[src/rtl/fcdma_pkg.sv]
// constants and types shared by the four channel transfer engine
// assumes a 16-bit byte addressed data space and an 8-bit data path
package fcdma_pkg;

  // ****************************************
  // sizes
  // ****************************************
  localparam int NCH = 4;
  localparam int DW = 8;
  localparam int FDEPTH = 8;

  // ****************************************
  // data space map
  // ****************************************
  localparam logic [15:0] EEP_BASE = 16'h1000; // read-only region start
  localparam logic [15:0] ADDR_RST = 16'h0000;

  // ****************************************
  // block size and burst lengths
  // ****************************************
  localparam logic [16:0] BLK_FULL = 17'h10000; // count 0 means 64KB
  localparam logic [1:0] BURST_ONE = 2'h1;
  localparam logic [1:0] BURST_TWO = 2'h2;

  // ****************************************
  // read pacing: eeprom yields a byte every second cycle
  // ****************************************
  localparam int EEP_RD_CYCLES = 2;
  localparam logic [1:0] EEP_GAP = 2'(EEP_RD_CYCLES - 1);
  localparam logic [1:0] SRAM_GAP = 2'h0;

  // ****************************************
  // trigger sources
  // ****************************************
  localparam logic [1:0] TRIG_SW = 2'h0;
  localparam logic [1:0] TRIG_PER = 2'h1;
  localparam logic [1:0] TRIG_EV = 2'h2;

  // ****************************************
  // address reload points
  // ****************************************
  localparam logic [1:0] RLD_NONE = 2'h0;
  localparam logic [1:0] RLD_BURST = 2'h1;
  localparam logic [1:0] RLD_BLOCK = 2'h2;
  localparam logic [1:0] RLD_TRANS = 2'h3;

  typedef enum logic [1:0] {ST_IDLE, ST_BURST} fcdma_st_t;

endpackage

[src/rtl/fcdma_top.sv]
// four channel transfer engine with its byte fifo
// assumes read and write buses are separate, single clock, plain config ports
`timescale 1ns/1ns

// ****************************************
// byte fifo between read and write side
// ****************************************
module fcdma_fifo #(
  parameter int W = 8,
  parameter int D = 8
) (
  // clock and reset
  input wire logic clk,
  input wire logic rstn,
  // fill side
  input wire logic in_valid,
  output logic in_ready,
  input wire logic [W-1:0] in_data,
  // drain side
  output logic out_valid,
  input wire logic out_ready,
  output logic [W-1:0] out_data,
  // fill level
  output logic [$clog2(D):0] level
);
  localparam int AW = $clog2(D);

  typedef struct packed {
    logic [D-1:0][W-1:0] mem;
    logic [AW-1:0] wp;
    logic [AW-1:0] rp;
    logic [AW:0] cnt;
  } fcdma_fifo_st_t;

  fcdma_fifo_st_t s_r;
  fcdma_fifo_st_t s_nxt;
  logic push;
  logic pop;

  // handshakes straight from the count
  assign in_ready = s_r.cnt != (AW+1)'(D);
  assign out_valid = s_r.cnt != '0;
  assign out_data = s_r.mem[s_r.rp];
  assign level = s_r.cnt;
  assign push = in_valid & in_ready;
  assign pop = out_valid & out_ready;

  // pointers wrap by width, so depth is a power of two
  always_comb begin
    s_nxt = s_r;
    if (push) begin
      s_nxt.mem[s_r.wp] = in_data;
      s_nxt.wp = s_r.wp + 1'b1;
    end
    if (pop) begin
      s_nxt.rp = s_r.rp + 1'b1;
    end
    s_nxt.cnt = s_r.cnt + (AW+1)'(push) - (AW+1)'(pop);
  end

  always_ff @(posedge clk) begin
    if (!rstn) begin
      s_r <= '0;
    end else begin
      s_r <= s_nxt;
    end
  end
endmodule

// ****************************************
// channel engine
// ****************************************
// Behaviour
// - four channels, each with own source, destination, trigger and size
// - each burst moves one or two bytes, chosen per channel
// - a block is built of bursts, 1 byte to 64KB
// - repeat runs the block a second time, up to 128KB
// - source and destination each fixed or incremented per byte
// - optional address restore after burst, block or transaction
// - start by software, peripheral trigger or event, per channel select
// - per channel interrupt on completion or error, when enabled
// - linked channel takes over when the previous one finishes
// - a channel pair may combine into one standard channel with search
// - peripheral or standard type chosen per channel pair
// - match compare on peripheral channels, search stop on standard
// - moved bytes optionally fed to the checksum generator
// - eeprom region readable as source, never written
// - eeprom region starts at one fixed address
// - sram burst reads deliver a byte every cycle
// - eeprom burst reads deliver a byte every second cycle
// - single access latencies differ by memory; reads await data valid
// - read and write buses are separate and run in the same cycle
// - memory and peripheral in every direction
module fcdma_top (
  // clock and reset
  input wire logic clk,
  input wire logic rstn,
  // channel setup
  input wire logic [3:0] cfg_en,
  input wire logic [3:0][1:0] cfg_trig,
  input wire logic [3:0][1:0] cfg_prio,
  input wire logic [3:0][15:0] cfg_src,
  input wire logic [3:0][15:0] cfg_dst,
  input wire logic [3:0][15:0] cfg_cnt,
  input wire logic [3:0] cfg_b2,
  input wire logic [3:0] cfg_rep,
  input wire logic [3:0] cfg_sinc,
  input wire logic [3:0] cfg_dinc,
  input wire logic [3:0][1:0] cfg_srld,
  input wire logic [3:0][1:0] cfg_drld,
  input wire logic [3:0] cfg_link,
  input wire logic [3:0] cfg_ie,
  input wire logic [3:0] cfg_men,
  input wire logic [3:0][7:0] cfg_mval,
  input wire logic [3:0] cfg_crc,
  input wire logic [1:0] cfg_std,
  // starts and address loads
  input wire logic [3:0] addr_load,
  input wire logic [3:0] sw_trig,
  input wire logic [3:0] per_trig,
  input wire logic [3:0] ev_in,
  // read bus
  output logic rd_req,
  output logic [15:0] rd_addr,
  input wire logic rd_valid,
  input wire logic [7:0] rd_data,
  // write bus
  output logic wr_req,
  output logic [15:0] wr_addr,
  output logic [7:0] wr_data,
  input wire logic wr_ack,
  // status
  output logic [3:0] ch_busy,
  output logic [3:0] irq_done,
  output logic [3:0] irq_err,
  output logic [3:0] ch_match,
  input wire logic [3:0] irq_clr,
  output logic crc_valid,
  output logic [7:0] crc_data
);

  typedef struct packed {
    logic [3:0] ev_s1;
    logic [3:0] ev_s2;
    logic [3:0] ev_s3;
    logic [3:0] pend;
    logic [3:0][15:0] src;
    logic [3:0][15:0] dst;
    logic [1:0] act;
    fcdma_pkg::fcdma_st_t st;
    logic [16:0] rem;
    logic pass2;
    logic stop;
    logic err;
    logic [1:0] rd_left;
    logic [1:0] wr_left;
    logic [1:0] outst;
    logic [1:0] gap;
    logic [3:0] irq_d;
    logic [3:0] irq_e;
    logic [3:0] hit;
    logic crc_v;
    logic [7:0] crc_d;
  } fcdma_state_t;

  fcdma_state_t s_r;
  fcdma_state_t s_nxt;

  // ****************************************
  // helpers
  // ****************************************
  function automatic logic in_eep(input logic [15:0] addr);
    return addr >= fcdma_pkg::EEP_BASE;
  endfunction

  function automatic logic [16:0] blk(input logic [15:0] cnt);
    return (cnt == 16'h0000) ? fcdma_pkg::BLK_FULL : {1'b0, cnt};
  endfunction

  function automatic logic [1:0] blen(input logic b2, input logic [16:0] rem);
    return (b2 && rem >= 17'h00002) ? fcdma_pkg::BURST_TWO : fcdma_pkg::BURST_ONE;
  endfunction

  // highest priority wins, ties to the lower channel
  function automatic logic [2:0] pick_of(input logic [3:0] req, input logic [3:0][1:0] prio);
    logic any;
    logic [1:0] idx;
    any = 1'b0;
    idx = 2'h0;
    for (int i = 3; i >= 0; i--) begin
      if (req[i] && (!any || prio[i] >= prio[idx])) begin
        any = 1'b1;
        idx = 2'(i);
      end
    end
    return {any, idx};
  endfunction

  logic [3:0] ev_rise;
  logic [3:0] trig;
  logic [3:0] ok;
  logic [2:0] pick;
  logic [1:0] a;
  logic is_std;
  logic room;
  logic rd_go;
  logic dst_bad;
  logic burst_end;
  logic blk_end;
  logic again;
  logic fin;
  logic f_ivalid;
  logic f_iready;
  logic f_ovalid;
  logic f_pop;
  logic [7:0] f_odata;
  logic [3:0] f_lvl;

  // event starts are looked at only after the second sync stage
  assign ev_rise = s_r.ev_s2 & ~s_r.ev_s3;

  // trigger mux per channel
  always_comb begin
    for (int i = 0; i < 4; i++) begin
      trig[i] = (cfg_trig[i] == fcdma_pkg::TRIG_SW) ? sw_trig[i] :
                (cfg_trig[i] == fcdma_pkg::TRIG_PER) ? per_trig[i] :
                (cfg_trig[i] == fcdma_pkg::TRIG_EV) ? ev_rise[i] : 1'b0;
    end
  end

  // odd channel of a combined pair is absorbed by its even partner
  assign ok = cfg_en & ~{cfg_std[1], 1'b0, cfg_std[0], 1'b0};
  assign pick = pick_of(s_r.pend & ok, cfg_prio);
  assign a = s_r.act;
  assign is_std = !a[0] && cfg_std[a[1]];

  // read issue: fifo room counts reads still in flight, so it never overruns
  assign room = ({1'b0, f_lvl} + 5'(s_r.outst)) < 5'(fcdma_pkg::FDEPTH);
  assign rd_go = s_r.st == fcdma_pkg::ST_BURST && s_r.rd_left != 2'h0 && s_r.gap == 2'h0 && room;
  assign rd_req = rd_go;
  assign rd_addr = s_r.src[a];

  // write side drains in parallel with reads; eeprom targets are dropped
  assign dst_bad = in_eep(s_r.dst[a]);
  assign wr_req = s_r.st == fcdma_pkg::ST_BURST && f_ovalid && !dst_bad;
  assign wr_addr = s_r.dst[a];
  assign wr_data = f_odata;
  assign f_pop = f_ovalid && (dst_bad || wr_ack);
  assign f_ivalid = rd_valid;

  // burst, block and transaction boundaries
  assign burst_end = s_r.st == fcdma_pkg::ST_BURST && s_r.rd_left == 2'h0 && s_r.wr_left == 2'h0;
  assign blk_end = burst_end && (s_r.rem == 17'h00000 || s_r.stop);
  assign again = cfg_rep[a] && !s_r.pass2 && !s_r.stop;
  assign fin = blk_end && !again;

  assign ch_busy = (s_r.st == fcdma_pkg::ST_BURST) ? (4'h1 << a) : 4'h0;
  assign irq_done = s_r.irq_d;
  assign irq_err = s_r.irq_e;
  assign ch_match = s_r.hit;
  assign crc_valid = s_r.crc_v;
  assign crc_data = s_r.crc_d;

  fcdma_fifo #(
    .W(fcdma_pkg::DW),
    .D(fcdma_pkg::FDEPTH)
  ) u_fifo (
    .clk(clk),
    .rstn(rstn),
    .in_valid(f_ivalid),
    .in_ready(f_iready),
    .in_data(rd_data),
    .out_valid(f_ovalid),
    .out_ready(f_pop),
    .out_data(f_odata),
    .level(f_lvl)
  );

  // ****************************************
  // next state
  // ****************************************
  always_comb begin
    s_nxt = s_r;
    s_nxt.ev_s1 = ev_in;
    s_nxt.ev_s2 = s_r.ev_s1;
    s_nxt.ev_s3 = s_r.ev_s2;
    s_nxt.crc_v = 1'b0;
    s_nxt.irq_d = s_r.irq_d & ~irq_clr;
    s_nxt.irq_e = s_r.irq_e & ~irq_clr;
    s_nxt.hit = s_r.hit & ~irq_clr;
    case (s_r.st)
      fcdma_pkg::ST_IDLE: begin
        // one channel owns both buses per transaction
        if (pick[2]) begin
          s_nxt.act = pick[1:0];
          s_nxt.pend[pick[1:0]] = 1'b0;
          s_nxt.rem = blk(cfg_cnt[pick[1:0]]);
          s_nxt.rd_left = blen(cfg_b2[pick[1:0]], blk(cfg_cnt[pick[1:0]]));
          s_nxt.wr_left = blen(cfg_b2[pick[1:0]], blk(cfg_cnt[pick[1:0]]));
          s_nxt.pass2 = 1'b0;
          s_nxt.stop = 1'b0;
          s_nxt.err = 1'b0;
          s_nxt.gap = fcdma_pkg::SRAM_GAP;
          s_nxt.st = fcdma_pkg::ST_BURST;
        end
      end
      fcdma_pkg::ST_BURST: begin
        // read issue, paced by the region being read
        if (rd_go) begin
          s_nxt.rd_left = s_r.rd_left - 2'h1;
          s_nxt.gap = in_eep(s_r.src[a]) ? fcdma_pkg::EEP_GAP : fcdma_pkg::SRAM_GAP;
          if (cfg_sinc[a]) begin
            s_nxt.src[a] = s_r.src[a] + 16'h0001;
          end
        end else if (s_r.gap != 2'h0) begin
          s_nxt.gap = s_r.gap - 2'h1;
        end
        s_nxt.outst = s_r.outst + 2'(rd_go) - 2'(rd_valid);
        // data compare as bytes return
        if (rd_valid && cfg_men[a] && rd_data == cfg_mval[a]) begin
          s_nxt.hit[a] = 1'b1;
          if (is_std) begin
            s_nxt.stop = 1'b1;
          end
        end
        // write completion or drop
        if (f_pop) begin
          s_nxt.wr_left = s_r.wr_left - 2'h1;
          s_nxt.rem = s_r.rem - 17'h00001;
          if (cfg_dinc[a]) begin
            s_nxt.dst[a] = s_r.dst[a] + 16'h0001;
          end
          if (dst_bad) begin
            s_nxt.err = 1'b1;
            s_nxt.stop = 1'b1;
          end else if (cfg_crc[a]) begin
            s_nxt.crc_v = 1'b1;
            s_nxt.crc_d = f_odata;
          end
        end
        // boundaries: restore addresses where asked
        if (burst_end) begin
          if (cfg_srld[a] == fcdma_pkg::RLD_BURST || (blk_end && cfg_srld[a] == fcdma_pkg::RLD_BLOCK) ||
              (fin && cfg_srld[a] == fcdma_pkg::RLD_TRANS)) begin
            s_nxt.src[a] = cfg_src[a];
          end
          if (cfg_drld[a] == fcdma_pkg::RLD_BURST || (blk_end && cfg_drld[a] == fcdma_pkg::RLD_BLOCK) ||
              (fin && cfg_drld[a] == fcdma_pkg::RLD_TRANS)) begin
            s_nxt.dst[a] = cfg_dst[a];
          end
          if (fin) begin
            s_nxt.irq_d[a] = s_nxt.irq_d[a] | cfg_ie[a];
            s_nxt.irq_e[a] = s_nxt.irq_e[a] | (cfg_ie[a] & s_r.err);
            if (cfg_link[a]) begin
              s_nxt.pend[a + 2'h1] = 1'b1;
            end
            s_nxt.st = fcdma_pkg::ST_IDLE;
          end else if (blk_end) begin
            s_nxt.pass2 = 1'b1;
            s_nxt.rem = blk(cfg_cnt[a]);
            s_nxt.rd_left = blen(cfg_b2[a], blk(cfg_cnt[a]));
            s_nxt.wr_left = blen(cfg_b2[a], blk(cfg_cnt[a]));
          end else begin
            s_nxt.rd_left = blen(cfg_b2[a], s_r.rem);
            s_nxt.wr_left = blen(cfg_b2[a], s_r.rem);
          end
        end
      end
      default: begin
        s_nxt.st = fcdma_pkg::ST_IDLE;
      end
    endcase
    // address loads are refused for the running channel
    for (int i = 0; i < 4; i++) begin
      if (addr_load[i] && !(s_r.st == fcdma_pkg::ST_BURST && s_r.act == 2'(i))) begin
        s_nxt.src[i] = cfg_src[i];
        s_nxt.dst[i] = cfg_dst[i];
      end
    end
    // starts last, so a trigger in the grant cycle is kept
    for (int i = 0; i < 4; i++) begin
      if (trig[i] && ok[i]) begin
        s_nxt.pend[i] = 1'b1;
      end
    end
  end

  // ****************************************
  // state register
  // ****************************************
  always_ff @(posedge clk) begin
    if (!rstn) begin
      s_r <= '0;
      s_r.st <= fcdma_pkg::ST_IDLE;
    end else begin
      s_r <= s_nxt;
    end
  end
endmodule

[config.mk]
export PLATFORM = sky130hd
export DESIGN_NAME = fcdma_top
export DESIGN_NICKNAME = d
export VERILOG_FILES = /design/src/rtl/fcdma_pkg.sv /design/src/rtl/fcdma_top.sv
export SDC_FILE = /design/constraint.sdc
export NUM_CORES = 1
export LEC_CHECK = 0
export BUFFER_PORTS_ARGS = -buffer_cell sky130_fd_sc_hd__clkbuf_2
export CORE_MARGIN = 2
export CORE_UTILIZATION = 50
export DETAILED_ROUTE_END_ITERATION = 10
export PLACE_DENSITY = 0.81
export RECOVER_POWER = 25
export SYNTH_ARGS = -nofsm -noshare
export SYNTH_HDL_FRONTEND = slang
export SYNTH_HIERARCHICAL = 1
export SYNTH_SLANG_ARGS = --single-unit
[constraint.sdc]
create_clock -name clk -period 9.65 [get_ports clk]
set_input_delay 1.4475 -clock clk [delete_from_list [all_inputs] [get_ports clk]]
set_output_delay 1.4475 -clock clk [all_outputs]
set_load 0.02 [all_outputs]
# == After elaboration in Yosys (flattened, before gate mapping) ==
# Index checks and enable logic that the tools add are counted.
# word_totals
inputBits,326
register_bits,271
elab_cells,390
# op_classes
n_reduce_logical,98
n_addsub,14
magnitude_cmp,22
shift,1
mux,148
eq_ne,44
n_bitwise,22
# op_table
op,n
$mux W64,8
$bwmux W64,5
$mux W16,15
$bmux W16 S2,6
$mux W132,1
$mux W128,1
$ge A17 B2 Y1 const B,3
$mux W17,3
$pmux W24 S2,1
$logic_and A1 B1 Y1,41
$mux W2,20
$mux W8,5
$mux W1,39
$mux W18,2
$add A16 B1 Y16 const B,2
$demux W16 S2,1
$ge A16 B13 Y1 const B,2
$logic_not A16 Y1,2
$mux W4,8
$and A4 B4 Y4,7
$mux W9,3
$ne A3 B2 Y1 const B,9
$mux W26,1
$reduce_and A5 Y1,5
52 further kinds,159

# == Longest topological paths before layout ==
# Gate-level depths: netlist of run 1.
# depth
word_depth,31
mapped_depth,28
depth_no_buf,25

# == Modules after synthesis ==
# The synthesis of run 1 kept the hierarchy.
# by_module_without_submodules
module,cells_per_inst,instances,area_per_inst_um2
fcdma_top,1820,1,14990.6
fcdma_fifo,322,1,3442.1

# == Least setup slack after synthesis of run 1 ==
# OpenSTA, ideal clock, no wires.
# synth_path
kind,input -> register
start,input port cfg_std[1]
end,register s_r[27] (netlist name)
setup_ns,0.060
t_arrival_ns,6.771
path_stages,26
path_slack_ns,2.818
n_path_buf,2
required_time_ns,9.590
path_cell_list,and3b_1 > o21ai_0 > ha_1 > nor3b_1 > o31ai_4 > clkbuf_1 > mux2i_1 > nor2_1 > a21oi_1 > ha_1 > a21oi_1 > o21ai_1 > nor2_1 > a22oi_1 > o21ai_0 > ha_1 > nor3b_1 > or2_2 > nand2_1 > buf_2 > a22o_1 > a21o_1 > or3_1 > or4_4 > o31ai_4 > o221a_1
# synth_rtl
item,line,rtl
"start, declared",fcdma_top.sv:116,"input wire logic [1:0] cfg_std,"

==> flow_metrics.env, run 1 <==
export IMPL_violations="capacitance limit, slew limit"
export IMPL_grt_pass1_wl_um=103000
export IMPL_root_buffer="clkbuf_16"
export IMPL_tns_ns=0
export IMPL_reg2reg_depth=24
export IMPL_worst_pin_slew_ns=4.64
export IMPL_slew_violations=170
export IMPL_path_class="in2reg"
export IMPL_die_x_um=196
export IMPL_syn_area_um2=18400
export IMPL_mostFrequentLayoutCell="clkbuf_2"
export IMPL_design_area_um2=21200
export IMPL_synth_seq_cells=270
export IMPL_cts_setup_buffers=0
export IMPL_fin_ws_ns=1.94
export IMPL_postRouteAntennaNets=0
export IMPL_power_per_cell_area_nw_per_um2=167
export IMPL_syn_avg_cell_area_um2=8.61
export IMPL_routed_wl_um=68500
export IMPL_placedCellCount=2820
export IMPL_worstPathArrival_ns=8.21
export IMPL_area_growth_pct=14.8
export IMPL_clkLatencyLatePin_ns=0.59
export IMPL_rows=70
export IMPL_switching_share_pct=34.6
export IMPL_leakage_nw=8.12
export IMPL_drt_iter0_drc=2193
export IMPL_grt_antenna_before_repair=8
export IMPL_overflow=0
export IMPL_maxCapViolations=2
export IMPL_final_cells=2878
export IMPL_cts_tree="done"
export IMPL_vias=19211
export IMPL_timing_slew_headroom_pct=-210
export IMPL_grt_pass1_vias=18300
export IMPL_dieArea_um2=38400
export IMPL_outcome="complete, but fails checks"
export IMPL_power_frac_comb_pct=29.4
export IMPL_hold_violations=0
export IMPL_p_int_mw=2.32
export IMPL_finClkSkew_ns=0.0256
export IMPL_port_buffers=392
export IMPL_yosysSeqAreaShare_pct=29.3
export IMPL_synth_fp_nets=2495
export IMPL_dpl_hpwl_um=47700
export IMPL_startpoint_type="primary input"
export IMPL_drcViolationCount=0
export IMPL_dp_slack_ns=1.51
export IMPL_drt_first_pass_iters=6
export IMPL_synth_ff_type="dfxtp_1"
export IMPL_multi_input_area_um2=11800
export IMPL_synthArstFlopShare_pct=0
export IMPL_finalSetupViolCount=0
export IMPL_ios=393
export IMPL_min_path_cells=1
export IMPL_numCtsBuffers=30
export IMPL_clkSinkCount=270
export IMPL_fin_nets=2737
export IMPL_synth_warnings=6
export IMPL_grt_max_degree=125
export IMPL_vias_per_cell=6.68
export IMPL_crit_fanout=20
export IMPL_p_sw_mw=1.23
export IMPL_holdWs_ns=0.432
export IMPL_synth_edf_count=0
export IMPL_hold_path_class="reg2reg"
export IMPL_start_util_pct=50.6
export IMPL_syn_inst=2142
export IMPL_post_dp_cell_area_um2=20200
export IMPL_die_h_um=196
export IMPL_max_freq_mhz=130
export IMPL_postCtsHoldBufs=0
export IMPL_gp_congestion=0.995
export IMPL_pwr_share_seq_pct=36.9
export IMPL_regArea_um2=5410
export IMPL_ys_types=93
export IMPL_clk_pin_slew_ns=0.06
export IMPL_routedWlPerCell_um=23.8
export IMPL_grt_usage_pct=34.1
export IMPL_h_tree_depth=1
export IMPL_post_route_period_util_pct=79.9
export IMPL_rsz0062_at_grt="false"
export IMPL_power_frac_clock_pct=33.7
export IMPL_layout_min_cycle_time_ns=7.71
export IMPL_fin_util_pct=58.1
export IMPL_drive_above_1_share_pct=25.3
export IMPL_final_cell_mix="clkbuf_2, a21oi_1, dfxtp_1"
export IMPL_cp_data_required_time_ns=10.15
export IMPL_power_total_mw=3.54
export IMPL_cp_end_kind="flop"
export IMPL_vdd_ir_drop_worst_uv=165
export IMPL_clk_path_buf_depth=3
export IMPL_postCtsResizedCells=0
export IMPL_fill_cells=3234
export IMPL_core_area_um2=36400
## Yosys cell counts (7+ instances only)
cell / instances / area [um2]
a21oi_1: 289 / 1450
dfxtp_1: 270 / 5410
nor2_1: 220 / 826
nand2_1: 179 / 672
o21ai_0: 126 / 631
mux4_2: 113 / 2540
clkbuf_1: 106 / 398
mux2i_1: 97 / 971
a211oi_1: 77 / 578
o221ai_1: 67 / 587
inv_1: 46 / 173
buf_2: 38 / 190
nor3_1: 37 / 185
buf_4: 35 / 263
and2_1: 34 / 213
nand3_1: 32 / 160
ha_1: 26 / 325
xnor2_1: 23 / 201
xor2_1: 23 / 201
a31oi_1: 19 / 119
nor4_1: 18 / 113
and3_1: 16 / 100
mux2_2: 15 / 169
buf_1: 13 / 48.8
nand2b_1: 12 / 75.1
o211ai_1: 12 / 90.1
nor2b_1: 11 / 68.8
buf_6: 10 / 113
nand4_1: 10 / 62.6
a221oi_1: 9 / 78.8
nor3b_1: 9 / 67.6
a22oi_1: 8 / 60.1
or3_1: 8 / 50.1
a222oi_1: 7 / 70.1
## routing by layer
metal  up-vias  wire [um]  share of wire [%]  global-route usage [%]
li1       8500          -                  -                       -
met1      9084      26200                 38                    44.8
met2      1378      31200                 46                    54.6
met3       241       8270                 12                    7.72
met4         8       2750                4.0                    13.6
met5         -         58              0.085                       0
## area by class of cell
class	count	share of cell area, %
multi-input combinational	1620	56.0
sequential	270	25.6
timing repair buffer	414	9.94
clock buffer	44	4.03
tap	468	2.77
inverter	48	0.863
clock inverter	12	0.781
antenna	2	0.0237
## path summary, 6_finish.rpt
| path | startpoint | end | slack, ns |
|---|---|---|---|
| worst max register to register | s_r[184]$_SDFFE_PN0P_ | s_r[27]$_SDFFE_PN0P_ | 2.52 |
| worst max-delay path | cfg_std[1] | s_r[27]$_SDFFE_PN0P_ | 1.94 |
| worst min-delay path | s_nxt[189]$_SDFF_PN0_ | s_nxt[185]$_SDFF_PN0_ | 0.43 |
| worst min register to register | s_nxt[189]$_SDFF_PN0_ | s_nxt[185]$_SDFF_PN0_ | 0.43 |
## flip-flops by register name, summed over array words and instances, names as in the netlist
signal	cells
s_r	165
u_fifo/s_r	70
crc_data	8
s_nxt	8
ch_match	4
irq_done	4
irq_err	4
u_fifo/level	4
a	2
crc_valid	1
## power by group through the flow
stage / clock network, mW / registers (mW) / logic, mW
finish: 1.19 / 1.31 / 1.04
CTS: 1.20 / 1.30 / 1.02
floorplan: 0 / 1.28 / 0.755
global placement: 0 / 1.32 / 0.981
global route: 1.24 / 1.32 / 1.12
detailed placement: 0 / 1.33 / 1.01
## critical path, stage by stage
cell	delay (ns)
clkbuf_2	0.12
and3b_1	0.37
o21ai_0	0.13
ha_1	0.30
nor3b_1	0.07
o31ai_4	0.78
mux2i_1	0.17
nor2_1	0.12
a21oi_1	0.05
ha_1	0.32
a21oi_1	0.13
o21ai_1	0.70
nor2_1	0.12
a22oi_1	0.18
o21ai_0	0.12
ha_1	0.29
nor3b_1	0.25
or2_2	0.18
nand2_1	0.42
a22o_1	0.40
a21o_1	0.17
or3_1	0.34
or4_4	0.46
o31ai_4	0.34
o221a_1	0.24
## cell families after synthesis
family	Yosys count	share of synthesized area, %
compound gates	692	23.6
xor+xnor	46	2.19
fa+ha+maj	27	1.87
buf+inv	252	6.63
flops	270	29.3
mux	225	20.0
simple gates	630	16.4
Power figures use the tool's default switching activity.
==> run 2: changes to the inputs <==
PLACE_DENSITY = 0.84   (was 0.81)
clock period = 6.96 ns   (was 9.65 ns; I/O delays follow)
==> flow_metrics.env, run 2 (synthesis results as in run 1) <==
export IMPL_cp_slowest_stage_delay_ns=0.46
export IMPL_p_sw_mw=1.69
export IMPL_grt_max_degree=114
export IMPL_final_cell_mix="clkbuf_2, a21oi_1, dfxtp_1"
export IMPL_pwr_share_seq_pct=36.5
export IMPL_holdWs_ns=0.448
export IMPL_busiest_layer="met2"
export IMPL_routed_wl_um=69600
export IMPL_hold_violations=0
export IMPL_drt_iter0_drc=2307
export IMPL_fin_util_pct=58.4
export IMPL_drive_above_1_share_pct=25.7
export IMPL_crit_family="simple AND/OR/NAND/NOR gates"
export IMPL_cpMaxStageDelayCell="or4_4"
export IMPL_violations="capacitance limit, slew limit"
export IMPL_die_h_um=196
export IMPL_worst_pin_slew_ns=4.57
export IMPL_grt_pass1_vias=18781
export IMPL_path_class="in2reg"
export IMPL_rsz0062_at_grt="false"
export IMPL_vdd_ir_drop_worst_uv=197
export IMPL_postCtsResizedCells=0
export IMPL_area_growth_pct=15.5
export IMPL_regMostFlops="s_r"
export IMPL_maxCapViolations=2
export IMPL_rows=70
export IMPL_dp_slack_ns=0.374
export IMPL_drcViolationCount=0
export IMPL_fin_ws_ns=0.868
export IMPL_core_area_um2=36400
export IMPL_max_freq_mhz=164
export IMPL_clk_pin_slew_ns=0.06
export IMPL_critPathBufInv=1
export IMPL_p_int_mw=3.26
export IMPL_layout_min_cycle_time_ns=6.09
export IMPL_worstPathArrival_ns=6.60
export IMPL_placedCellCount=2831
export IMPL_switching_share_pct=34.2
export IMPL_fill_cells=3263
export IMPL_clkLatencyLatePin_ns=0.58
export IMPL_grt_usage_pct=34.6
export IMPL_outcome="complete, but fails checks"
export IMPL_largest_reg_flops=165
export IMPL_finClkSkew_ns=0.00994
export IMPL_port_buffers=392
export IMPL_drt_first_pass_iters=8
export IMPL_leakage_nw=8.19
export IMPL_slew_violations=123
export IMPL_post_route_period_util_pct=87.5
export IMPL_die_x_um=196
export IMPL_vias_per_cell=6.72
export IMPL_cp_end_kind="flop"
export IMPL_postCtsHoldBufs=0
export IMPL_power_total_mw=4.96
export IMPL_root_buffer="clkbuf_16"
export IMPL_finalSetupViolCount=0
export IMPL_overflow=0
export IMPL_top_regs="s_r (165), u_fifo/s_r (70)"
export IMPL_dpl_hpwl_um=48900
export IMPL_hold_path_class="reg2reg"
export IMPL_fin_nets=2748
export IMPL_gp_congestion=0.969
export IMPL_clkSinkCount=270
export IMPL_grt_met2_usage_pct=55.2
export IMPL_final_cells=2891
export IMPL_power_frac_comb_pct=29.3
export IMPL_tns_ns=0
export IMPL_grt_antenna_before_repair=10
export IMPL_routedWlPerCell_um=24.1
export IMPL_met1_usage_pct=44.6
export IMPL_start_util_pct=50.6
export IMPL_startpoint_type="primary input"
export IMPL_power_frac_clock_pct=34.2
export IMPL_cts_tree="done"
export IMPL_crit_fanout=5
export IMPL_timing_slew_headroom_pct=-205
export IMPL_postRouteAntennaNets=0
export IMPL_post_dp_cell_area_um2=20300
export IMPL_dieArea_um2=38400
export IMPL_cp_data_required_time_ns=7.47
export IMPL_vias=19418
export IMPL_clk_path_buf_depth=3
export IMPL_mostFrequentLayoutCell="clkbuf_2"
export IMPL_cts_setup_buffers=0
export IMPL_ios=393
export IMPL_h_tree_depth=1
export IMPL_power_per_cell_area_nw_per_um2=233
export IMPL_met3_usage_pct=6.52
export IMPL_grt_pass1_wl_um=105000
export IMPL_numCtsBuffers=30
export IMPL_design_area_um2=21300
==> run 2: cell types whose count changed in the layout (fill, tap and decap cells not counted), moves of 3 or more <==
cell / before / now
clkbuf_8: 5 / 10
diode_2: 2 / 6
clkinv_2: 6 / 2
clkbuf_1: 31 / 28
buf_4: 21 / 31
==> run 2: power by group through the flow <==
stage | sequential [mW] | clock [mW] | combinational [mW]
floorplan | 1.77 | 0 | 1.05
global placement | 1.83 | 0 | 1.36
detailed placement | 1.84 | 0 | 1.41
CTS | 1.81 | 1.70 | 1.42
global route | 1.83 | 1.75 | 1.57
finish | 1.81 | 1.69 | 1.45
==> run 2: worst register-to-register path, delay by kind of cell, from the launching register on <==
kind,cells,cell delay (ns)
simple gates,10,2.43
compound gates,12,2.17
fa+ha+maj,3,0.80
flops,1,0.40
==> run 2: layout make-up <==
cell class	count	area, um2	area share, %
inverter	48	183	0.858
timing repair buffer	425	2200	10.3
clock buffer	46	911	4.28
sequential	270	5410	25.4
clock inverter	8	145	0.682
antenna	6	15.0	0.0705
tap	468	586	2.75
multi-input combinational	1620	11800	55.6
==> run 2: worst paths after layout <==
path	startpoint	end	slack, ns	cells after the start
max reg2reg	s_r[184]$_SDFFE_PN0P_	s_r[27]$_SDFFE_PN0P_	1.09	25
min reg2reg	s_nxt[190]$_SDFF_PN0_	s_nxt[186]$_SDFF_PN0_	0.45	1
max	cfg_std[1]	s_r[27]$_SDFFE_PN0P_	0.87	26
min	s_nxt[190]$_SDFF_PN0_	s_nxt[186]$_SDFF_PN0_	0.45	1
==> run 2: routing by layer <==
layer	part of all wire (%)	vias to the layer above	routed length (um)
met5	0.068	-	47
met4	5.3	8	3700
met3	11	242	7890
met2	46	1309	31800
met1	38	9316	26100
li1	-	8543	-
